--- config.mk ---
export PLATFORM = sky130hd
export DESIGN_NAME = scg_gate_ctrl
export DESIGN_NICKNAME = d
export VERILOG_FILES = /design/src/include/scg_pkg.sv /design/src/include/scg_unit_if.sv /design/src/rtl/scg_fault_chk.sv /design/src/rtl/scg_gate_ctrl.sv
export SDC_FILE = /design/constraint.sdc
export NUM_CORES = 1
export LEC_CHECK = 0
export BUFFER_PORTS_ARGS = -buffer_cell sky130_fd_sc_hd__buf_2
export CAP_MARGIN = 20
export CORE_MARGIN = 1
export CORE_UTILIZATION = 55
export DETAILED_ROUTE_END_ITERATION = 7
export PLACE_DENSITY = 0.84
export SLEW_MARGIN = 20
export SYNTH_ARGS = -nofsm -noshare
export SYNTH_HDL_FRONTEND = slang
export SYNTH_SLANG_ARGS = --single-unit
--- constraint.sdc ---
create_clock -name REF_CLK -period 3.7 [get_ports REF_CLK]
set_input_delay 0.185 -clock REF_CLK [delete_from_list [all_inputs] [get_ports REF_CLK]]
set_output_delay 0.185 -clock REF_CLK [all_outputs]
set_load 0.05 [all_outputs]
--- src/include/scg_pkg.sv ---
// Purpose: Constants for the sleep-mode unit clock gating block
// Assumes: 32-bit register bus, 12-bit byte address
// Notes: Unit index 0..7 ports A..H, 8 MAC, 9 PHY
package scg_pkg;
    localparam int ADDR_W = 12;
    localparam int NUM_UNITS = 10;
    // ------------------------------------------------------------
    // Register offsets
    // ------------------------------------------------------------
    localparam logic [11:0] OFF_RUN_CFG = 12'h060;
    localparam logic [11:0] OFF_RUN_GATE = 12'h108;
    localparam logic [11:0] OFF_SLEEP_GATE = 12'h118;
    localparam logic [11:0] OFF_DEEP_GATE = 12'h128;
    localparam logic [11:0] OFF_INT_STAT = 12'h200;
    localparam logic [11:0] OFF_INT_CLR = 12'h204;
    localparam logic [11:0] OFF_INT_EN = 12'h208;
    localparam logic [31:0] SYSCTL_BASE = 32'h400f_e000;
    // ------------------------------------------------------------
    // Field layout and reset values
    // ------------------------------------------------------------
    localparam int BIT_MAC = 28;
    localparam int BIT_PHY = 30;
    localparam int BIT_AUTO_GATE = 27;
    localparam logic [31:0] GATE_MASK = 32'h5000_00ff;
    localparam logic [31:0] GATE_RESET = 32'h0000_0000;
    localparam logic [31:0] CFG_RESET = 32'h0000_0000;
    typedef enum logic [1:0] {
        MODE_RUN = 2'b00,
        MODE_SLEEP = 2'b01,
        MODE_DEEP = 2'b10
    } scg_mode_e;
endpackage : scg_pkg

--- src/include/scg_unit_if.sv ---
// Purpose: Carries unit enables, accesses and faults between modules
// Assumes: All signals on the one system clock
// Notes: ctrl drives enables and accesses, chk answers faults
interface scg_unit_if #(parameter int N = 10);
    logic [N-1:0] gate_en;
    logic [N-1:0] acc;
    logic [N-1:0] fault;
    modport ctrl (output gate_en, output acc, input fault);
    modport chk (input gate_en, input acc, output fault);
endinterface : scg_unit_if

--- src/rtl/scg_fault_chk.sv ---
// Purpose: Per-unit bus fault on access to an unclocked unit
// Assumes: Accesses are one-cycle strobes on the system clock
// Notes: Fault pulses one cycle after the access
module scg_fault_chk #(
    parameter int N = 10
) (
    input wire logic clk,
    input wire logic rst,
    scg_unit_if.chk u
);
    // ------------------------------------------------------------
    // Fault per unit
    // ------------------------------------------------------------
    genvar i;
    generate
        for (i = 0; i < N; i++)
        begin : g_unit
            always_ff @(posedge clk)
            begin
                if (rst)
                    u.fault[i] <= 1'b0;
                else
                    u.fault[i] <= u.acc[i] & ~u.gate_en[i];
            end
        end
    endgenerate

    // chk_fault_gated
    chk_fault_gated: assert property (@(posedge clk) disable iff (rst)
        (u.acc[0] && !u.gate_en[0]) |=> u.fault[0])
        else $error("Access to gated unit gave no fault");
    // chk_no_fault_open
    chk_no_fault_open: assert property (@(posedge clk) disable iff (rst)
        (u.gate_en[0] || !u.acc[0]) |=> !u.fault[0])
        else $error("Fault on clocked unit");
endmodule : scg_fault_chk

--- src/rtl/scg_gate_ctrl.sv ---
// Purpose: Run, sleep and deep-sleep unit clock gating registers
// Assumes: Mode inputs and unit accesses are on REF_CLK
// Notes: Faults on gated units set sticky interrupt status bits
//
// Notes on behaviour
// - Sleep gate bits 7..0 enable ports H..A and bit 30 the PHY.
// - A set bit clocks its unit, a clear bit leaves it unclocked.
// - Any access to an unclocked unit is answered with a bus fault.
// - All gate bits clear on reset, the register reads zero.
// - The sleep gate register sits at offset 0x118 from the base.
// - Run uses its own gate register; sleep and deep-sleep use theirs only while auto gating is enabled, else the run register.
// - Sleep values apply only while auto gating is enabled.
// - Reserved bits read zero and ignore writes.
// - Bit 28 is the read-write gate for the MAC, reset to zero.
module scg_gate_ctrl #(
    parameter int N = scg_pkg::NUM_UNITS
) (
    input wire logic REF_CLK,
    input wire logic RESET,
    input wire logic [11:0] REG_ADDR,
    input wire logic [31:0] REG_WDATA,
    input wire logic REG_WR,
    input wire logic REG_RD,
    output logic [31:0] REG_RDATA,
    input wire logic SLEEP_MODE,
    input wire logic DEEP_SLEEP_MODE,
    input wire logic [9:0] UNIT_ACC,
    output logic [9:0] UNIT_CLK_EN,
    output logic [9:0] UNIT_FAULT,
    output logic IRQ
);
    // ------------------------------------------------------------
    // Elaboration check
    // ------------------------------------------------------------
    if (N != 10)
    begin : g_bad_n
        $error("Unit count must be 10");
    end

    // ------------------------------------------------------------
    // Storage
    // ------------------------------------------------------------
    logic [31:0] run_unit_clock_gate;
    logic [31:0] sleep_unit_clock_gate;
    logic [31:0] deep_sleep_unit_clock_gate;
    logic [31:0] run_clock_config;
    logic [9:0] int_stat;
    logic [9:0] int_en;
    logic [9:0] next_gate;
    scg_pkg::scg_mode_e mode;
    logic auto_gate_enable;
    logic wr_run;
    logic wr_sleep;
    logic wr_deep;
    logic wr_cfg;
    logic wr_clr;
    logic wr_en;
    logic [9:0] clr_bits;

    scg_unit_if #(.N(10)) unit_bus ();

    // Pack a gate word into the compact unit vector
    function automatic logic [9:0] to_units(input logic [31:0] w);
        to_units = {w[scg_pkg::BIT_PHY], w[scg_pkg::BIT_MAC], w[7:0]};
    endfunction : to_units

    // Spread a compact unit vector into the gate word layout
    function automatic logic [31:0] to_word(input logic [9:0] u);
        logic [31:0] w;
        w = 32'h0000_0000;
        w[7:0] = u[7:0];
        w[scg_pkg::BIT_MAC] = u[8];
        w[scg_pkg::BIT_PHY] = u[9];
        to_word = w;
    endfunction : to_word

    // ------------------------------------------------------------
    // Address decode
    // ------------------------------------------------------------
    assign wr_run = REG_WR && (REG_ADDR == scg_pkg::OFF_RUN_GATE);
    assign wr_sleep = REG_WR && (REG_ADDR == scg_pkg::OFF_SLEEP_GATE);
    assign wr_deep = REG_WR && (REG_ADDR == scg_pkg::OFF_DEEP_GATE);
    assign wr_cfg = REG_WR && (REG_ADDR == scg_pkg::OFF_RUN_CFG);
    assign wr_clr = REG_WR && (REG_ADDR == scg_pkg::OFF_INT_CLR);
    assign wr_en = REG_WR && (REG_ADDR == scg_pkg::OFF_INT_EN);
    assign clr_bits = wr_clr ? to_units(REG_WDATA) : 10'h000;
    assign auto_gate_enable = run_clock_config[scg_pkg::BIT_AUTO_GATE];

    // ------------------------------------------------------------
    // Gate registers
    // ------------------------------------------------------------
    // clear on reset
    always_ff @(posedge REF_CLK)
    begin
        if (RESET)
            run_unit_clock_gate <= scg_pkg::GATE_RESET;
        else if (wr_run)
            run_unit_clock_gate <= REG_WDATA & scg_pkg::GATE_MASK;
    end

    always_ff @(posedge REF_CLK)
    begin
        if (RESET)
            sleep_unit_clock_gate <= scg_pkg::GATE_RESET;
        else if (wr_sleep)
            sleep_unit_clock_gate <= REG_WDATA & scg_pkg::GATE_MASK;
    end

    always_ff @(posedge REF_CLK)
    begin
        if (RESET)
            deep_sleep_unit_clock_gate <= scg_pkg::GATE_RESET;
        else if (wr_deep)
            deep_sleep_unit_clock_gate <= REG_WDATA & scg_pkg::GATE_MASK;
    end

    always_ff @(posedge REF_CLK)
    begin
        if (RESET)
            run_clock_config <= scg_pkg::CFG_RESET;
        else if (wr_cfg)
            run_clock_config[scg_pkg::BIT_AUTO_GATE] <=
                REG_WDATA[scg_pkg::BIT_AUTO_GATE];
    end

    // ------------------------------------------------------------
    // Mode and gate selection
    // ------------------------------------------------------------
    always_comb
    begin
        if (DEEP_SLEEP_MODE)
            mode = scg_pkg::MODE_DEEP;
        else if (SLEEP_MODE)
            mode = scg_pkg::MODE_SLEEP;
        else
            mode = scg_pkg::MODE_RUN;
    end

    // one register per mode, sleep and deep sleep need auto gating
    always_comb
    begin
        case (mode)
            scg_pkg::MODE_SLEEP:
                next_gate = auto_gate_enable
                    ? to_units(sleep_unit_clock_gate)
                    : to_units(run_unit_clock_gate);
            scg_pkg::MODE_DEEP:
                next_gate = auto_gate_enable
                    ? to_units(deep_sleep_unit_clock_gate)
                    : to_units(run_unit_clock_gate);
            default:
                next_gate = to_units(run_unit_clock_gate);
        endcase
    end

    always_ff @(posedge REF_CLK)
    begin
        if (RESET)
            UNIT_CLK_EN <= 10'h000;
        else
            UNIT_CLK_EN <= next_gate;
    end

    // ------------------------------------------------------------
    // Fault checking
    // ------------------------------------------------------------
    assign unit_bus.gate_en = UNIT_CLK_EN;
    assign unit_bus.acc = UNIT_ACC;
    assign UNIT_FAULT = unit_bus.fault;

    scg_fault_chk #(.N(10)) u_fault (
        .clk(REF_CLK),
        .rst(RESET),
        .u(unit_bus.chk)
    );

    // ------------------------------------------------------------
    // Interrupt status and enable
    // ------------------------------------------------------------
    // fault events are sticky, set wins over clear
    always_ff @(posedge REF_CLK)
    begin
        if (RESET)
            int_stat <= 10'h000;
        else
            int_stat <= (int_stat & ~clr_bits) | UNIT_FAULT;
    end

    always_ff @(posedge REF_CLK)
    begin
        if (RESET)
            int_en <= 10'h000;
        else if (wr_en)
            int_en <= to_units(REG_WDATA);
    end

    assign IRQ = |(int_stat & int_en);

    // ------------------------------------------------------------
    // Read data
    // ------------------------------------------------------------
    // reserved and unmapped read zero
    always_ff @(posedge REF_CLK)
    begin
        if (RESET)
            REG_RDATA <= 32'h0000_0000;
        else if (REG_RD)
        begin
            case (REG_ADDR)
                scg_pkg::OFF_RUN_GATE:
                    REG_RDATA <= run_unit_clock_gate;
                scg_pkg::OFF_SLEEP_GATE:
                    REG_RDATA <= sleep_unit_clock_gate;
                scg_pkg::OFF_DEEP_GATE:
                    REG_RDATA <= deep_sleep_unit_clock_gate;
                scg_pkg::OFF_RUN_CFG:
                    REG_RDATA <= run_clock_config;
                scg_pkg::OFF_INT_STAT:
                    REG_RDATA <= to_word(int_stat);
                scg_pkg::OFF_INT_EN:
                    REG_RDATA <= to_word(int_en);
                default:
                    REG_RDATA <= 32'h0000_0000;
            endcase
        end
        else
            REG_RDATA <= 32'h0000_0000;
    end

    // ------------------------------------------------------------
    // Assertions
    // ------------------------------------------------------------
    chk_reset_clears: assert property (@(posedge REF_CLK)
        RESET |=> (sleep_unit_clock_gate == 32'h0000_0000)
            && (UNIT_CLK_EN == 10'h000))
        else $error("Gate state not cleared by reset");

    chk_sleep_write: assert property (@(posedge REF_CLK)
        disable iff (RESET)
        wr_sleep |=>
            sleep_unit_clock_gate == ($past(REG_WDATA) & 32'h5000_00ff))
        else $error("Sleep gate write not stored");

    chk_reserved_zero: assert property (@(posedge REF_CLK)
        disable iff (RESET)
        (sleep_unit_clock_gate & 32'hafff_ff00) == 32'h0000_0000)
        else $error("Reserved sleep gate bit set");

    chk_readback: assert property (@(posedge REF_CLK)
        disable iff (RESET)
        (REG_RD && REG_ADDR == 12'h118 && !REG_WR)
            |=> REG_RDATA == $past(sleep_unit_clock_gate))
        else $error("Sleep gate readback wrong");

    chk_mac_bit: assert property (@(posedge REF_CLK)
        disable iff (RESET)
        (SLEEP_MODE && !DEEP_SLEEP_MODE && auto_gate_enable)
            |=> UNIT_CLK_EN[8] == $past(sleep_unit_clock_gate[28]))
        else $error("MAC enable does not follow sleep bit 28");

    chk_sleep_select: assert property (@(posedge REF_CLK)
        disable iff (RESET)
        (SLEEP_MODE && !DEEP_SLEEP_MODE && auto_gate_enable)
            |=> UNIT_CLK_EN == to_units($past(sleep_unit_clock_gate)))
        else $error("Sleep gate not applied in sleep");

    chk_sleep_no_auto: assert property (@(posedge REF_CLK)
        disable iff (RESET)
        (SLEEP_MODE && !auto_gate_enable)
            |=> UNIT_CLK_EN == to_units($past(run_unit_clock_gate)))
        else $error("Run gate not kept without auto gating");

    chk_mode_regs: assert property (@(posedge REF_CLK)
        disable iff (RESET)
        (!SLEEP_MODE && !DEEP_SLEEP_MODE)
            |=> UNIT_CLK_EN == to_units($past(run_unit_clock_gate)))
        else $error("Run gate not applied while running");

    chk_unit_enable: assert property (@(posedge REF_CLK)
        disable iff (RESET)
        (DEEP_SLEEP_MODE && auto_gate_enable)
            |=> UNIT_CLK_EN == to_units($past(deep_sleep_unit_clock_gate)))
        else $error("Deep gate not applied in deep sleep");

    chk_fault_sticky: assert property (@(posedge REF_CLK)
        disable iff (RESET)
        UNIT_FAULT[0] |=> int_stat[0]
            ##1 (int_stat[0] || $past(clr_bits[0])))
        else $error("Fault status not sticky");

    cov_sleep_gated: cover property (@(posedge REF_CLK)
        disable iff (RESET) SLEEP_MODE && auto_gate_enable
            && |UNIT_CLK_EN);
    cov_fault_irq: cover property (@(posedge REF_CLK)
        disable iff (RESET) |UNIT_FAULT ##1 IRQ);
    cov_set_clear: cover property (@(posedge REF_CLK)
        disable iff (RESET) |(clr_bits & UNIT_FAULT));
endmodule : scg_gate_ctrl

Yosys cells after proc, flatten, opt, wreduce, memory -nomap -nowiden

Cells that the tools add are included.

Logic and storage cells: 67
Output and inout bits: 53
Flip-flop bits (word level): 103

Eq/ne operators: 9
Multiplexer cells: 7
Reduce and logical (&&, ||, !) cells: 8
Bitwise gates (word level): 25

Operators by type and width:

| operator                                                           | number |
|---|---|
| 31-bit case mux with 6 select lines                                | 1 |
| 12-bit by 10-bit == test with 1-bit output (second input constant) | 3 |
| 12-bit by 9-bit == test with 1-bit output (second input constant)  | 3 |
| 10-bit 2-to-1 mux                                                  | 3 |
| 10-bit AND                                                         | 2 |
| 10-bit case mux with 2 select lines                                | 1 |
| 12-bit by 7-bit == test with 1-bit output (second input constant)  | 1 |
| 1-bit NOT                                                          | 11 |
| 1-bit AND                                                          | 10 |
| 10-bit NOT                                                         | 1 |
| 10-bit bitwise OR                                                  | 1 |
| 10-bit OR reduction                                                | 1 |
| 1-bit logical AND                                                  | 6 |
| 2-bit by 1-bit == test with 1-bit output (second input constant)   | 1 |
| 2-bit == test (second input constant)                              | 1 |
| 2-bit 2-to-1 mux                                                   | 1 |
| 2-bit OR reduction                                                 | 1 |
| 1-bit 2-to-1 mux                                                   | 1 |

Depth between registers and ports, before layout

Gate-level depths: netlist (run 1).

Depth after elaboration: 6
Mapped depth: 5
Gate-level depth less buffers: 3

Hierarchy

A second synthesis (run 1) with hierarchy kept.

Cells, all modules: 406
Area total of the unflattened synthesis: 3739.8 µm²

Modules (own cells, without submodules):

| module        | area an instance (µm²) | cells an instance | sequential area each (µm²) | instances |
|---|---|---|---|---|
| scg_gate_ctrl | 3403.3                 | 385               | 1441.4                     | 1 |
| scg_fault_chk | 336.6                  | 21                | 200.2                      | 1 |

Worst setup path after synthesis (run 1)

No wires, ideal clock.

Kind: register -> output
From: register int_stat[8]
To: output port IRQ
Required time: 3.515 ns
Data arrival time: 1.226 ns
Stages on the path, launching flop included: 4
Path buffers: 0
Setup slack: 2.289 ns
Path through: dfxtp_1 -> a22o_1 -> a221oi_1 -> nand4_1

Word-level cells in the longest chain between the ends: 2

RTL lines:

| item                     | RTL line             | text |
|---|---|---|
| start: declaration       | scg_gate_ctrl.sv:47  | `logic [9:0] int_stat;` |
| start signal: assignment | scg_gate_ctrl.sv:186 | `int_stat <= (int_stat & ~clr_bits) \| UNIT_FAULT;` |
| 10-bit AND               | scg_gate_ctrl.sv:197 | `assign IRQ = \|(int_stat & int_en);` |
| 10-bit OR reduction      | scg_gate_ctrl.sv:197 |  |
| end: declaration         | scg_gate_ctrl.sv:30  | `output logic IRQ` |

Every way passes these cells.

Worst setup path in the final report (run 1)

From: input port REG_ADDR[5]
To: register sleep_unit_clock_gate[2]

Word-level cells in the longest chain between the ends: 2

RTL lines:

| item                                      | RTL line             | text |
|---|---|---|
| start: declaration                        | scg_gate_ctrl.sv:20  | `input wire logic [11:0] REG_ADDR,` |
| 12-bit by 9-bit == test with 1-bit output | scg_gate_ctrl.sv:81  | `assign wr_sleep = REG_WR && (REG_ADDR == scg_pkg::OFF_SLEEP_GATE);` |
| 1-bit logical AND                         | scg_gate_ctrl.sv:81  |  |
| end signal: assignment                    | scg_gate_ctrl.sv:104 | `sleep_unit_clock_gate <= scg_pkg::GATE_RESET;` |
| end signal: assignment                    | scg_gate_ctrl.sv:106 | `sleep_unit_clock_gate <= REG_WDATA & scg_pkg::GATE_MASK;` |
| end: declaration                          | scg_gate_ctrl.sv:44  | `logic [31:0] sleep_unit_clock_gate;` |

Every way passes these cells.
A chain may end at the register's enable or synchronous reset.

==> reports/qor.yml, run 1 <==
grt_pass1_wl_um: 14000
initial_core_util_pct: 58.4
ys_ff_latch: 82
fin_crit_ns: 1.92
crit_type: "in2reg"
finalPower_mw: 1.74
synth-simple-area-share_pct: 20.5
ios: 113
drc: 0
crit_path_cell_trace: "buf_2 > nor3_2 > nand4_1 > mux2i_1"
root_buffer: "clkbuf_8"
grt_setup_unrepaired: "false"
cpMaxStageDelayCell: "nand4_1"
layout.cells.non_filler: 524
ys_types: 34
overflow: 0
hp-class: "in2reg"
yosysWarnings: 0
startpoint: "REG_ADDR[5]"
antenna_found_initial: 0
syn-mean-instance-area_um2: 9.93
status: "completed"
dr.pass1.iters: 4
final_util_pct: 65.6
drt_iter0_markers: 174
layout.nets: 503
hold_buffers: 0
grt_pass1_vias: 2824
reg2reg_depth: 3
finClkSkew_ns: 0.00883
die_x_um: 85.3
cp-end-kind: "register"
p_sw_share_pct: 26.9
final_common_cell: "dfxtp_1"
synthAdderAreaFrac_pct: 0
via_count: 2991
cts_tree: "yes"
cts_resized: 0
layout_common_cells: "82 x dfxtp_1, 70 x buf_2, 53 x mux2i_1"
setup_viol: 0
internal_power_mw: 1.28
p_switching_mw: 0.469
critPathLaunchType: "input port"
slew_viol_final: 0
clockPowerShare_pct: 37.1
clk_pin_slew_ns: 0.08
placed_cells: 509
hp-start: "REG_WDATA[6]"
comb_power_share_pct: 11.0
port_buffers: 70
power_density_nw_per_um2: 408
layout-drive-gt1-share_pct: 22.8
synthXorXnorAreaFrac_pct: 0
synth_area_um2: 3810
finalCritPeriodShare_pct: 51.8
synth_top_family_by_area: "simple AND/OR/NAND/NOR gates"
hold_path_depth: 2
fp-row-count: 29
synth.mux.area_fraction_pct: 16.3
via_per_inst: 5.71
clk_latency_ns: 0.36
max-vdd-ir-drop_v: 0.000189
grt_max_degree: 55
routedWlPerCell_um: 17.1
synth_compound_area_share_pct: 11.5
cts-buffers-inserted: 9
pwr-share-seq_pct: 51.9
cts_buffer_depth: 2
design_area_um2: 4280
cellLeakagePower_nw: 1.89
grtUsageTotal_pct: 25.4
final.setup.tns_ns: 0
die_h_um: 85.3
worstPathMaxFanout: 10
fmax_ghz: 0.521
worst_pin_slew_ns: 0.850
routed_wl_um: 8960
critical_path_required_ns: 3.98
place_area_um2: 4090
core_um2: 6530
synthCells: 384
area_delta_synth_final_pct: 12.3
arrival_ns: 2.20
maxSlewHeadroom_pct: 43.2
cts_max_level: 3
cts_sinks: 82
hold_viol: 0
postRouteAntennaNets: 0
dieArea_um2: 7270
maxCapViolations: 0
place.gp.congestion: 0.855
dp_hpwl_um: 6190
critical-path-max-stage-delay_ns: 0.83
post_cts_buffers: 0
yosysSeqAreaShare_pct: 43.0
insertedDiodeCount: 0
timing.rr.start: "run_clock_config[27]$_SDFFE_PP0P_"
## metal layers
layer  vias up  part of all wire, %  global-route usage (%)
met5         -                    0                       0
met4         0                  2.3                    12.9
met3        16                  5.2                    5.25
met2       101                   48                    41.1
met1      1439                   44                    32.2
li1       1435                    -                       -
## sequential cells by signal, summed over array words and instances (netlist names)
signal / count
sleep_unit_clock_gate: 10
u_fault.u.fault: 10
UNIT_CLK_EN: 10
run_unit_clock_gate: 10
run_clock_config: 1
REG_RDATA: 11
int_stat: 10
int_en: 10
deep_sleep_unit_clock_gate: 10
## final cells by class
| cell class | instances | area [µm²] |
|---|---|---|
| flip-flops and latches | 82 | 1640 |
| clock inverters | 5 | 55.1 |
| inverters | 20 | 75.1 |
| clock buffers | 10 | 138 |
| well taps | 77 | 96.3 |
| multi-input cells | 259 | 1920 |
| fillers | 509 | 2250 |
| repair buffers | 71 | 358 |
## power groups by stage
stage	Sequential (mW)	Clock (mW)	Combinational, mW
2_1_floorplan	0.944	0	0.137
5_1_grt	0.908	0.679	0.203
3_3_place_gp	0.926	0	0.186
3_5_place_dp	0.927	0	0.189
6_report	0.906	0.647	0.192
4_1_cts	0.906	0.646	0.190
## final timing paths
check	endpoint	slack, ns
min	int_stat[6]$_SDFF_PP0_	0.02
min reg2reg	u_fault.u.fault[2]$_SDFF_PP0_	0.41
max reg2reg	UNIT_CLK_EN[4]$_SDFF_PP0_	1.95
max	sleep_unit_clock_gate[2]$_SDFFE_PP0P_	1.78
## stage by stage
stage               setup slack [ns]  hold WS (ns)
global placement                1.41         0.395
global route                    1.65        0.0295
finish                          1.78        0.0196
detailed placement              1.45         0.398
CTS                             1.81        0.0225
floorplan                       2.29         0.294
## cells in the mapped netlist
master,number,share of area (%)
a211oi_1,10,2.0
a221oi_1,1,0.23
a22o_1,11,2.5
a22oi_1,11,2.2
a2bb2oi_1,2,0.46
a311oi_1,10,2.3
and2_1,1,0.16
and3_1,1,0.16
and3b_1,1,0.23
and4_1,4,0.92
buf_1,1,0.098
buf_2,5,0.66
buf_4,23,4.5
clkbuf_1,14,1.4
conb_1,1,0.098
dfxtp_1,82,43
inv_1,20,2.0
mux2_2,8,2.4
mux2i_1,53,14
nand2b_1,52,8.5
nand3_1,1,0.13
nand4_1,5,0.82
nand4_2,2,0.66
nor2_1,31,3.1
nor2b_1,3,0.49
nor3_1,2,0.26
nor3_2,1,0.26
nor3b_1,10,2.0
nor4_2,1,0.33
nor4b_1,2,0.46
nor4b_2,2,0.79
nor4b_4,2,1.2
o21a_1,1,0.20
o22ai_1,10,1.6
## kinds of logic after synthesis
logic type,Yosys count
DFF,82
muxes,61
and+or+nand+nor,121
buffers and inverters,63
AOI/OAI and AO/OA,56
other,1
## critical path: cells and delay by family
kind	cells	cell delay, ns
buffers and inverters	1	0.15
muxes	1	0.36
and+or+nand+nor	2	1.49
Note: power is estimated with default switching activity, not from simulation.
==> inputs of run 2 (changes only) <==
Settings changed: CORE_UTILIZATION 55 to 52, PLACE_DENSITY 0.84 to 0.8.
Clock period 3.7 ns to 2 ns, I/O delays scaled along.
==> run 2 against run 1 <==
Compared with the run above: sequential share of layout area fell by 2.0 points; clock-buffer cell count rose by 2; combinational power rose by 96%; register-to-register slack got worse by 1.3 ns; global-route usage fell by 0.68 points; sequential power rose by 85%; via count rose by 3.0%; critical path type is now reg2out; wire length rose by 2.9%; cell area rose by 5.5%; cell count rose by 7.3%; non-clock buffer count rose by 18; critical endpoint is now IRQ; worst setup slack got worse by 1.5 ns.
==> reports/qor.yml, run 2 (synthesis gave the netlist of run 1 again) <==
critical-path-max-stage-delay_ns: 0.34  # -0.49 ns
cp_num_buf_inv: 1  # unchanged
p_sw_share_pct: 25.2  # -1.7 points
routed_wl_um: 9220  # +2.9%
crit_type: "reg2out"
clockPowerShare_pct: 39.8  # +2.7 points
die_h_um: 87.6  # +2.8%
maxCapViolations: 0  # unchanged
finalPower_mw: 3.41  # +95%
worst_pin_slew_ns: 0.527  # -0.322 ns
maxSlewHeadroom_pct: 64.7  # +21 points
grt_setup_unrepaired: "false"
final_common_cell: "dfxtp_1"
hold_path_end: "u_fault.u.fault[3]$_SDFF_PP0_"
cts_buffer_depth: 2  # unchanged
clk_latency_ns: 0.34  # -0.02 ns
comb_power_share_pct: 11.1  # about the same
routedWlPerCell_um: 16.4  # -4.0%
cts_max_level: 3  # unchanged
dieArea_um2: 7680  # +5.6%
grt_pass1_wl_um: 14200  # +1.3%
port_buffers: 70  # unchanged
fmax_ghz: 0.589
place.gp.congestion: 0.806  # -5.8%
grtUsageTotal_pct: 24.7  # -0.68 points
critPathLaunchType: "register"
layout.nets: 521  # +3.6%
pwr-share-seq_pct: 49.2  # -2.7 points
root_buffer: "clkbuf_8"
timing.rr.start: "run_clock_config[27]$_SDFFE_PP0P_"
cts_sinks: 82  # unchanged
worstPathMaxFanout: 3  # -7
finClkSkew_ns: 0.00429  # -0.00454 ns
reg2reg_slack_ns: 0.70  # -1.25 ns
crit_path_cell_trace: "a22o_1 > a221oi_1 > nand4_1 > buf_2"
fp-row-count: 30  # +3.4%
dp_hpwl_um: 6380  # +3.1%
arrival_ns: 1.60  # -0.60 ns
grt_pass1_vias: 2903  # +2.8%
max-vdd-ir-drop_v: 0.000347  # +84%
cts_tree: "yes"
dr.pass1.iters: 5  # +1
via_per_inst: 5.48  # -4.0%
core_um2: 6940  # +6.3%
cpMaxStageDelayCell: "dfxtp_1"
drt_iter0_markers: 214  # +23%
status: "completed"
overflow: 0  # unchanged
hp-class: "in2reg"
p_switching_mw: 0.859  # +83%
slew_viol_final: 0  # unchanged
hold_path_depth: 2  # unchanged
largest_reg_flops: 11  # unchanged
reg2reg_depth: 3  # unchanged
area_delta_synth_final_pct: 18.4
grt_max_degree: 83  # +51%
power_density_nw_per_um2: 755  # +85%
die_x_um: 87.6  # +2.8%
setup_viol: 0  # unchanged
antenna_found_initial: 0  # unchanged
cts-buffers-inserted: 9  # unchanged
fillCellCount: 567  # +11%
critical_path.top_delay_family: "compound AO/OA/AOI/OAI gates"
largest_register: "REG_RDATA"
layout-drive-gt1-share_pct: 23.4  # +0.57 points
hp-start: "UNIT_ACC[3]"
drc: 0  # unchanged
layout_common_cells: "82 x dfxtp_1, 70 x buf_2, 53 x mux2i_1"
critical_path_required_ns: 1.90  # -2.08 ns
cp-end-kind: "primary output"
ios: 113  # unchanged
internal_power_mw: 2.55  # +100%
insertedDiodeCount: 0  # unchanged
timing.rr.end: "UNIT_CLK_EN[4]$_SDFF_PP0_"
postRouteAntennaNets: 0  # unchanged
initial_core_util_pct: 54.9  # -3.5 points
final.setup.tns_ns: 0  # unchanged
clk_pin_slew_ns: 0.08  # about the same
hold_viol: 0  # unchanged
finalCritPeriodShare_pct: 84.9
cellLeakagePower_nw: 1.99  # +5.7%
via_count: 3080  # +3.0%
fin_crit_ns: 1.70
-- run 2: cell count changes in the layout (fill, tap and decap cells not counted) --
cell	before	now
buf_12	0	1
buf_4	1	7
bufinv_16	1	2
clkbuf_1	0	1
clkbuf_8	10	11
clkinv_2	2	1
clkinv_4	0	1
clkinvlp_4	2	0
dlygate4sd3_1	0	11
-- run 2: worst max path at each step --
stage                                start                                   end  cells past startpoint
finish              int_stat[8]$_SDFF_PP0_                                   IRQ                      4
global route        int_stat[8]$_SDFF_PP0_                                   IRQ                      4
CTS                 int_stat[8]$_SDFF_PP0_                                   IRQ                      4
detailed placement             REG_ADDR[3]  run_unit_clock_gate[28]$_SDFFE_PP0P_                      5
global placement               REG_ADDR[3]  run_unit_clock_gate[28]$_SDFFE_PP0P_                      5
floorplan           int_stat[8]$_SDFF_PP0_                                   IRQ                      3
-- run 2: through the flow --
| step | setup WS, ns | instances | util (%) | cell area [µm²] | hold WS, ns |
|---|---|---|---|---|---|
| 6_report | 0.302 | 562 | 65.0 | 4520 | 0.00935 |
| 5_1_grt | 0.233 | 562 | 65.0 | 4520 | 0.00347 |
| 4_1_cts | 0.322 | 562 | 65.0 | 4520 | 0.00220 |
| 3_5_place_dp | 0.335 | 535 | 60.2 | 4180 | 0.315 |
| 3_3_place_gp | 0.413 | 535 | 60.2 | 4180 | 0.310 |
| 2_1_floorplan | 0.674 | 404 | - | 3890 | 0.209 |
-- run 2: final cells by class --
class | count | area [µm²] | share of cell area, %
multi-input combinational | 259 | 1920 | 42.5
sequential | 82 | 1640 | 36.3
timing repair buffer | 89 | 533 | 11.8
clock buffer | 12 | 155 | 3.43
tap | 96 | 120 | 2.66
inverter | 20 | 75.1 | 1.66
clock inverter | 4 | 73.8 | 1.63
-- run 2: what timing repair did --
item,CTS,global route
gates resized for setup,0,0
buffers inserted,0,0
setup endpoints to repair,0,0
hold buffers,11,0
endpoints found under the hold margin,11,0
-- run 2: power groups by stage --
stage               clock network (mW)  registers (mW)  logic (mW)
floorplan                            0            1.75       0.254
global placement                     0            1.71       0.350
detailed placement                   0            1.71       0.357
CTS                               1.36            1.68       0.375
global route                      1.44            1.68       0.401
finish                            1.36            1.68       0.377
-- run 2: worst register-to-register path, cell delays in order, from the launching register on --
cell and delay [ns]:
dfxtp_1 0.34, o21a_1 0.41, nor2_1 0.08, a211oi_1 0.35
-- run 2: routing by layer --
layer / share of wire, % / global-route usage, %
met5: 0 / 0
met4: 1.4 / 10.7
met3: 5.5 / 4.05
met2: 49 / 42.3
met1: 44 / 30.8
==> inputs of run 3 (changes only) <==
Clock period 2 ns to 1.6 ns, I/O delays scaled along.
==> run 3 against run 2 <==
Compared with the run above: sequential cell count is the same; core utilization grew 1.9 points; first-iteration DRC count grew 24%; clock power grew 12%; wire length grew 3.5%; total power grew 21%; register-to-register slack lost 0.35 ns; worst setup slack lost 0.25 ns; critical path depth is the same; cell area grew 2.9%; clock-buffer cell count shrank 3; hold slack gained 0.11 ns; largest power group unchanged.
==> reports/qor.yml, run 3 (synthesis gave the netlist of run 1 again) <==
status: "completed"
cp-end-kind: "primary output"
arrival_ns: 1.46  # -0.14 ns
cpMaxStageDelayCell: "dfxtp_1"
power_density_nw_per_um2: 887  # +17%
via_count: 3122  # +1.4%
post_cts_buffers: 0  # unchanged
largest_reg_flops: 11  # unchanged
finalCritPeriodShare_pct: 96.5
reg2reg_slack_ns: 0.35  # -0.35 ns
drc: 0  # unchanged
place_area_um2: 4220  # +1.1%
crit_type: "reg2out"
cts_buffer_depth: 2  # unchanged
layout-drive-gt1-share_pct: 24.3  # +0.88 points
dieArea_um2: 7680  # unchanged
timing.rr.start: "run_clock_config[27]$_SDFFE_PP0P_"
crit_path_cell_trace: "a22o_1 > a221oi_2 > nand4_1 > buf_6"
via_per_inst: 5.40  # -1.4%
initial_core_util_pct: 54.9  # unchanged
finClkSkew_ns: 0.00845  # +0.00416 ns
cellLeakagePower_nw: 2.05  # +2.7%
port_buffers: 70  # unchanged
critPathLaunchType: "register"
clk_latency_ns: 0.36  # +0.02 ns
max-vdd-ir-drop_v: 0.000446  # +29%
postRouteAntennaNets: 0  # unchanged
routedWlPerCell_um: 16.5  # +0.63%
grt_pass1_wl_um: 15000  # +5.7%
area_delta_synth_final_pct: 21.8
fp-row-count: 30  # unchanged
die_h_um: 87.6  # unchanged
critical_path.top_delay_family: "compound AO/OA/AOI/OAI gates"
dr.pass1.iters: 4  # -1
maxCapViolations: 0  # unchanged
setup_viol: 0  # unchanged
cts_sinks: 82  # unchanged
top_layer_used: "met4"
antenna_found_initial: 0  # unchanged
critical-path-max-stage-delay_ns: 0.33  # about the same
met1_length_um: 4160  # +3.3%
hold_path_depth: 3  # +1
grt_max_degree: 83  # unchanged
cts_max_level: 3  # unchanged
reg2reg_depth: 4  # +1
design_area_um2: 4650  # +2.9%
ios: 113  # unchanged
layout_common_cells: "82 x dfxtp_1, 69 x buf_2, 53 x mux2i_1"
hold_path_end: "REG_RDATA[27]$_SDFF_PP0_"
wl_met3_um: 491  # -2.6%
routed_wl_um: 9540  # +3.5%
largest_register: "REG_RDATA"
root_buffer: "clkbuf_8"
fmax_ghz: 0.648
cp_num_buf_inv: 1  # unchanged
dp_hpwl_um: 6420  # +0.66%
grtUsageTotal_pct: 26.0  # +1.3 points
hp-class: "in2reg"
layout.nets: 537  # +3.1%
cts_tree: "yes"
slew_viol_final: 0  # unchanged
insertedDiodeCount: 0  # unchanged
worstPathMaxFanout: 3  # unchanged
place.gp.congestion: 0.800  # -0.73%
clk_pin_slew_ns: 0.08  # about the same
grt_setup_unrepaired: "false"
critical_path_required_ns: 1.52  # -0.38 ns
hp-start: "REG_ADDR[9]"
final_common_cell: "dfxtp_1"
worst-path-stages: 4  # unchanged
overflow: 0  # unchanged
dr_wl_met2_um: 4790  # +5.1%
fin_crit_ns: 1.54
core_um2: 6940  # unchanged
cts-buffers-inserted: 9  # unchanged
drt_iter0_markers: 266  # +24%
timing.rr.end: "UNIT_CLK_EN[8]$_SDFF_PP0_"
hold_viol: 0  # unchanged
die_x_um: 87.6  # unchanged
grt_pass1_vias: 3086  # +6.3%
final.setup.tns_ns: 0  # unchanged
-- run 3: worst max path at each step --
stage	start	end	slack, ns
5_1_grt	int_stat[8]$_SDFF_PP0_	IRQ	0.02
4_1_cts	int_stat[8]$_SDFF_PP0_	IRQ	0.006
3_5_place_dp	REG_ADDR[9]	run_unit_clock_gate[0]$_SDFFE_PP0P_	0.13
6_report	int_stat[8]$_SDFF_PP0_	IRQ	0.06
2_1_floorplan	int_stat[8]$_SDFF_PP0_	IRQ	0.29
3_3_place_gp	REG_ADDR[5]	int_en[6]$_SDFFE_PP0P_	0.20
-- run 3: tightest hold or removal path: cells and delay by family --
family                 cells  cell delay, ns
buffers and inverters      1            0.11
AND/OR/NAND/NOR            2            0.25
-- run 3: through the flow --
| step | setup slack (ns) | utilization [%] | power, mW | hold WS, ns | instances |
|---|---|---|---|---|---|
| 2_1_floorplan | 0.294 | - | 2.50 | 0.189 | 404 |
| 5_1_grt | 0.0238 | 66.9 | 4.26 | 0.124 | 578 |
| 3_3_place_gp | 0.204 | 60.8 | 2.59 | 0.289 | 541 |
| 6_report | 0.0568 | 66.9 | 4.12 | 0.124 | 578 |
| 3_5_place_dp | 0.135 | 60.8 | 2.60 | 0.297 | 541 |
| 4_1_cts | 0.00631 | 66.8 | 4.13 | 0.115 | 578 |
-- run 3: cell type report --
type	instances	area [µm²]
Fill cell	523	2300
Timing Repair Buffer	105	684
Inverter	20	75.1
Multi-Input combinational cell	259	1920
Sequential cell	82	1640
Clock buffer	9	124
Clock inverter	7	76.3
Tap cell	96	120
-- run 3: per-layer routing --
layer | global-route usage [%] | vias up
met2 | 45.2 | 103
met4 | 10.3 | 0
met5 | 0 | -
li1 | - | 1505
met3 | 4.52 | 10
met1 | 31.9 | 1504
-- run 3: report_power, final --
part           total [mW]  leakage (nW)  internal [mW]  switching, mW
sequential           2.10         0.665           2.07         0.0284
combinational       0.500          1.29          0.176          0.324
clock                1.52        0.0962          0.731          0.789
-- run 3: what timing repair did --
item | 4_1_cts | 5_1_grt
hold buffers | 21 | 0
hold endpoints to repair | 21 | 0
resized for setup | 1 | 3
pin swaps | 0 | 0
setup endpoints to repair | 1 | 1
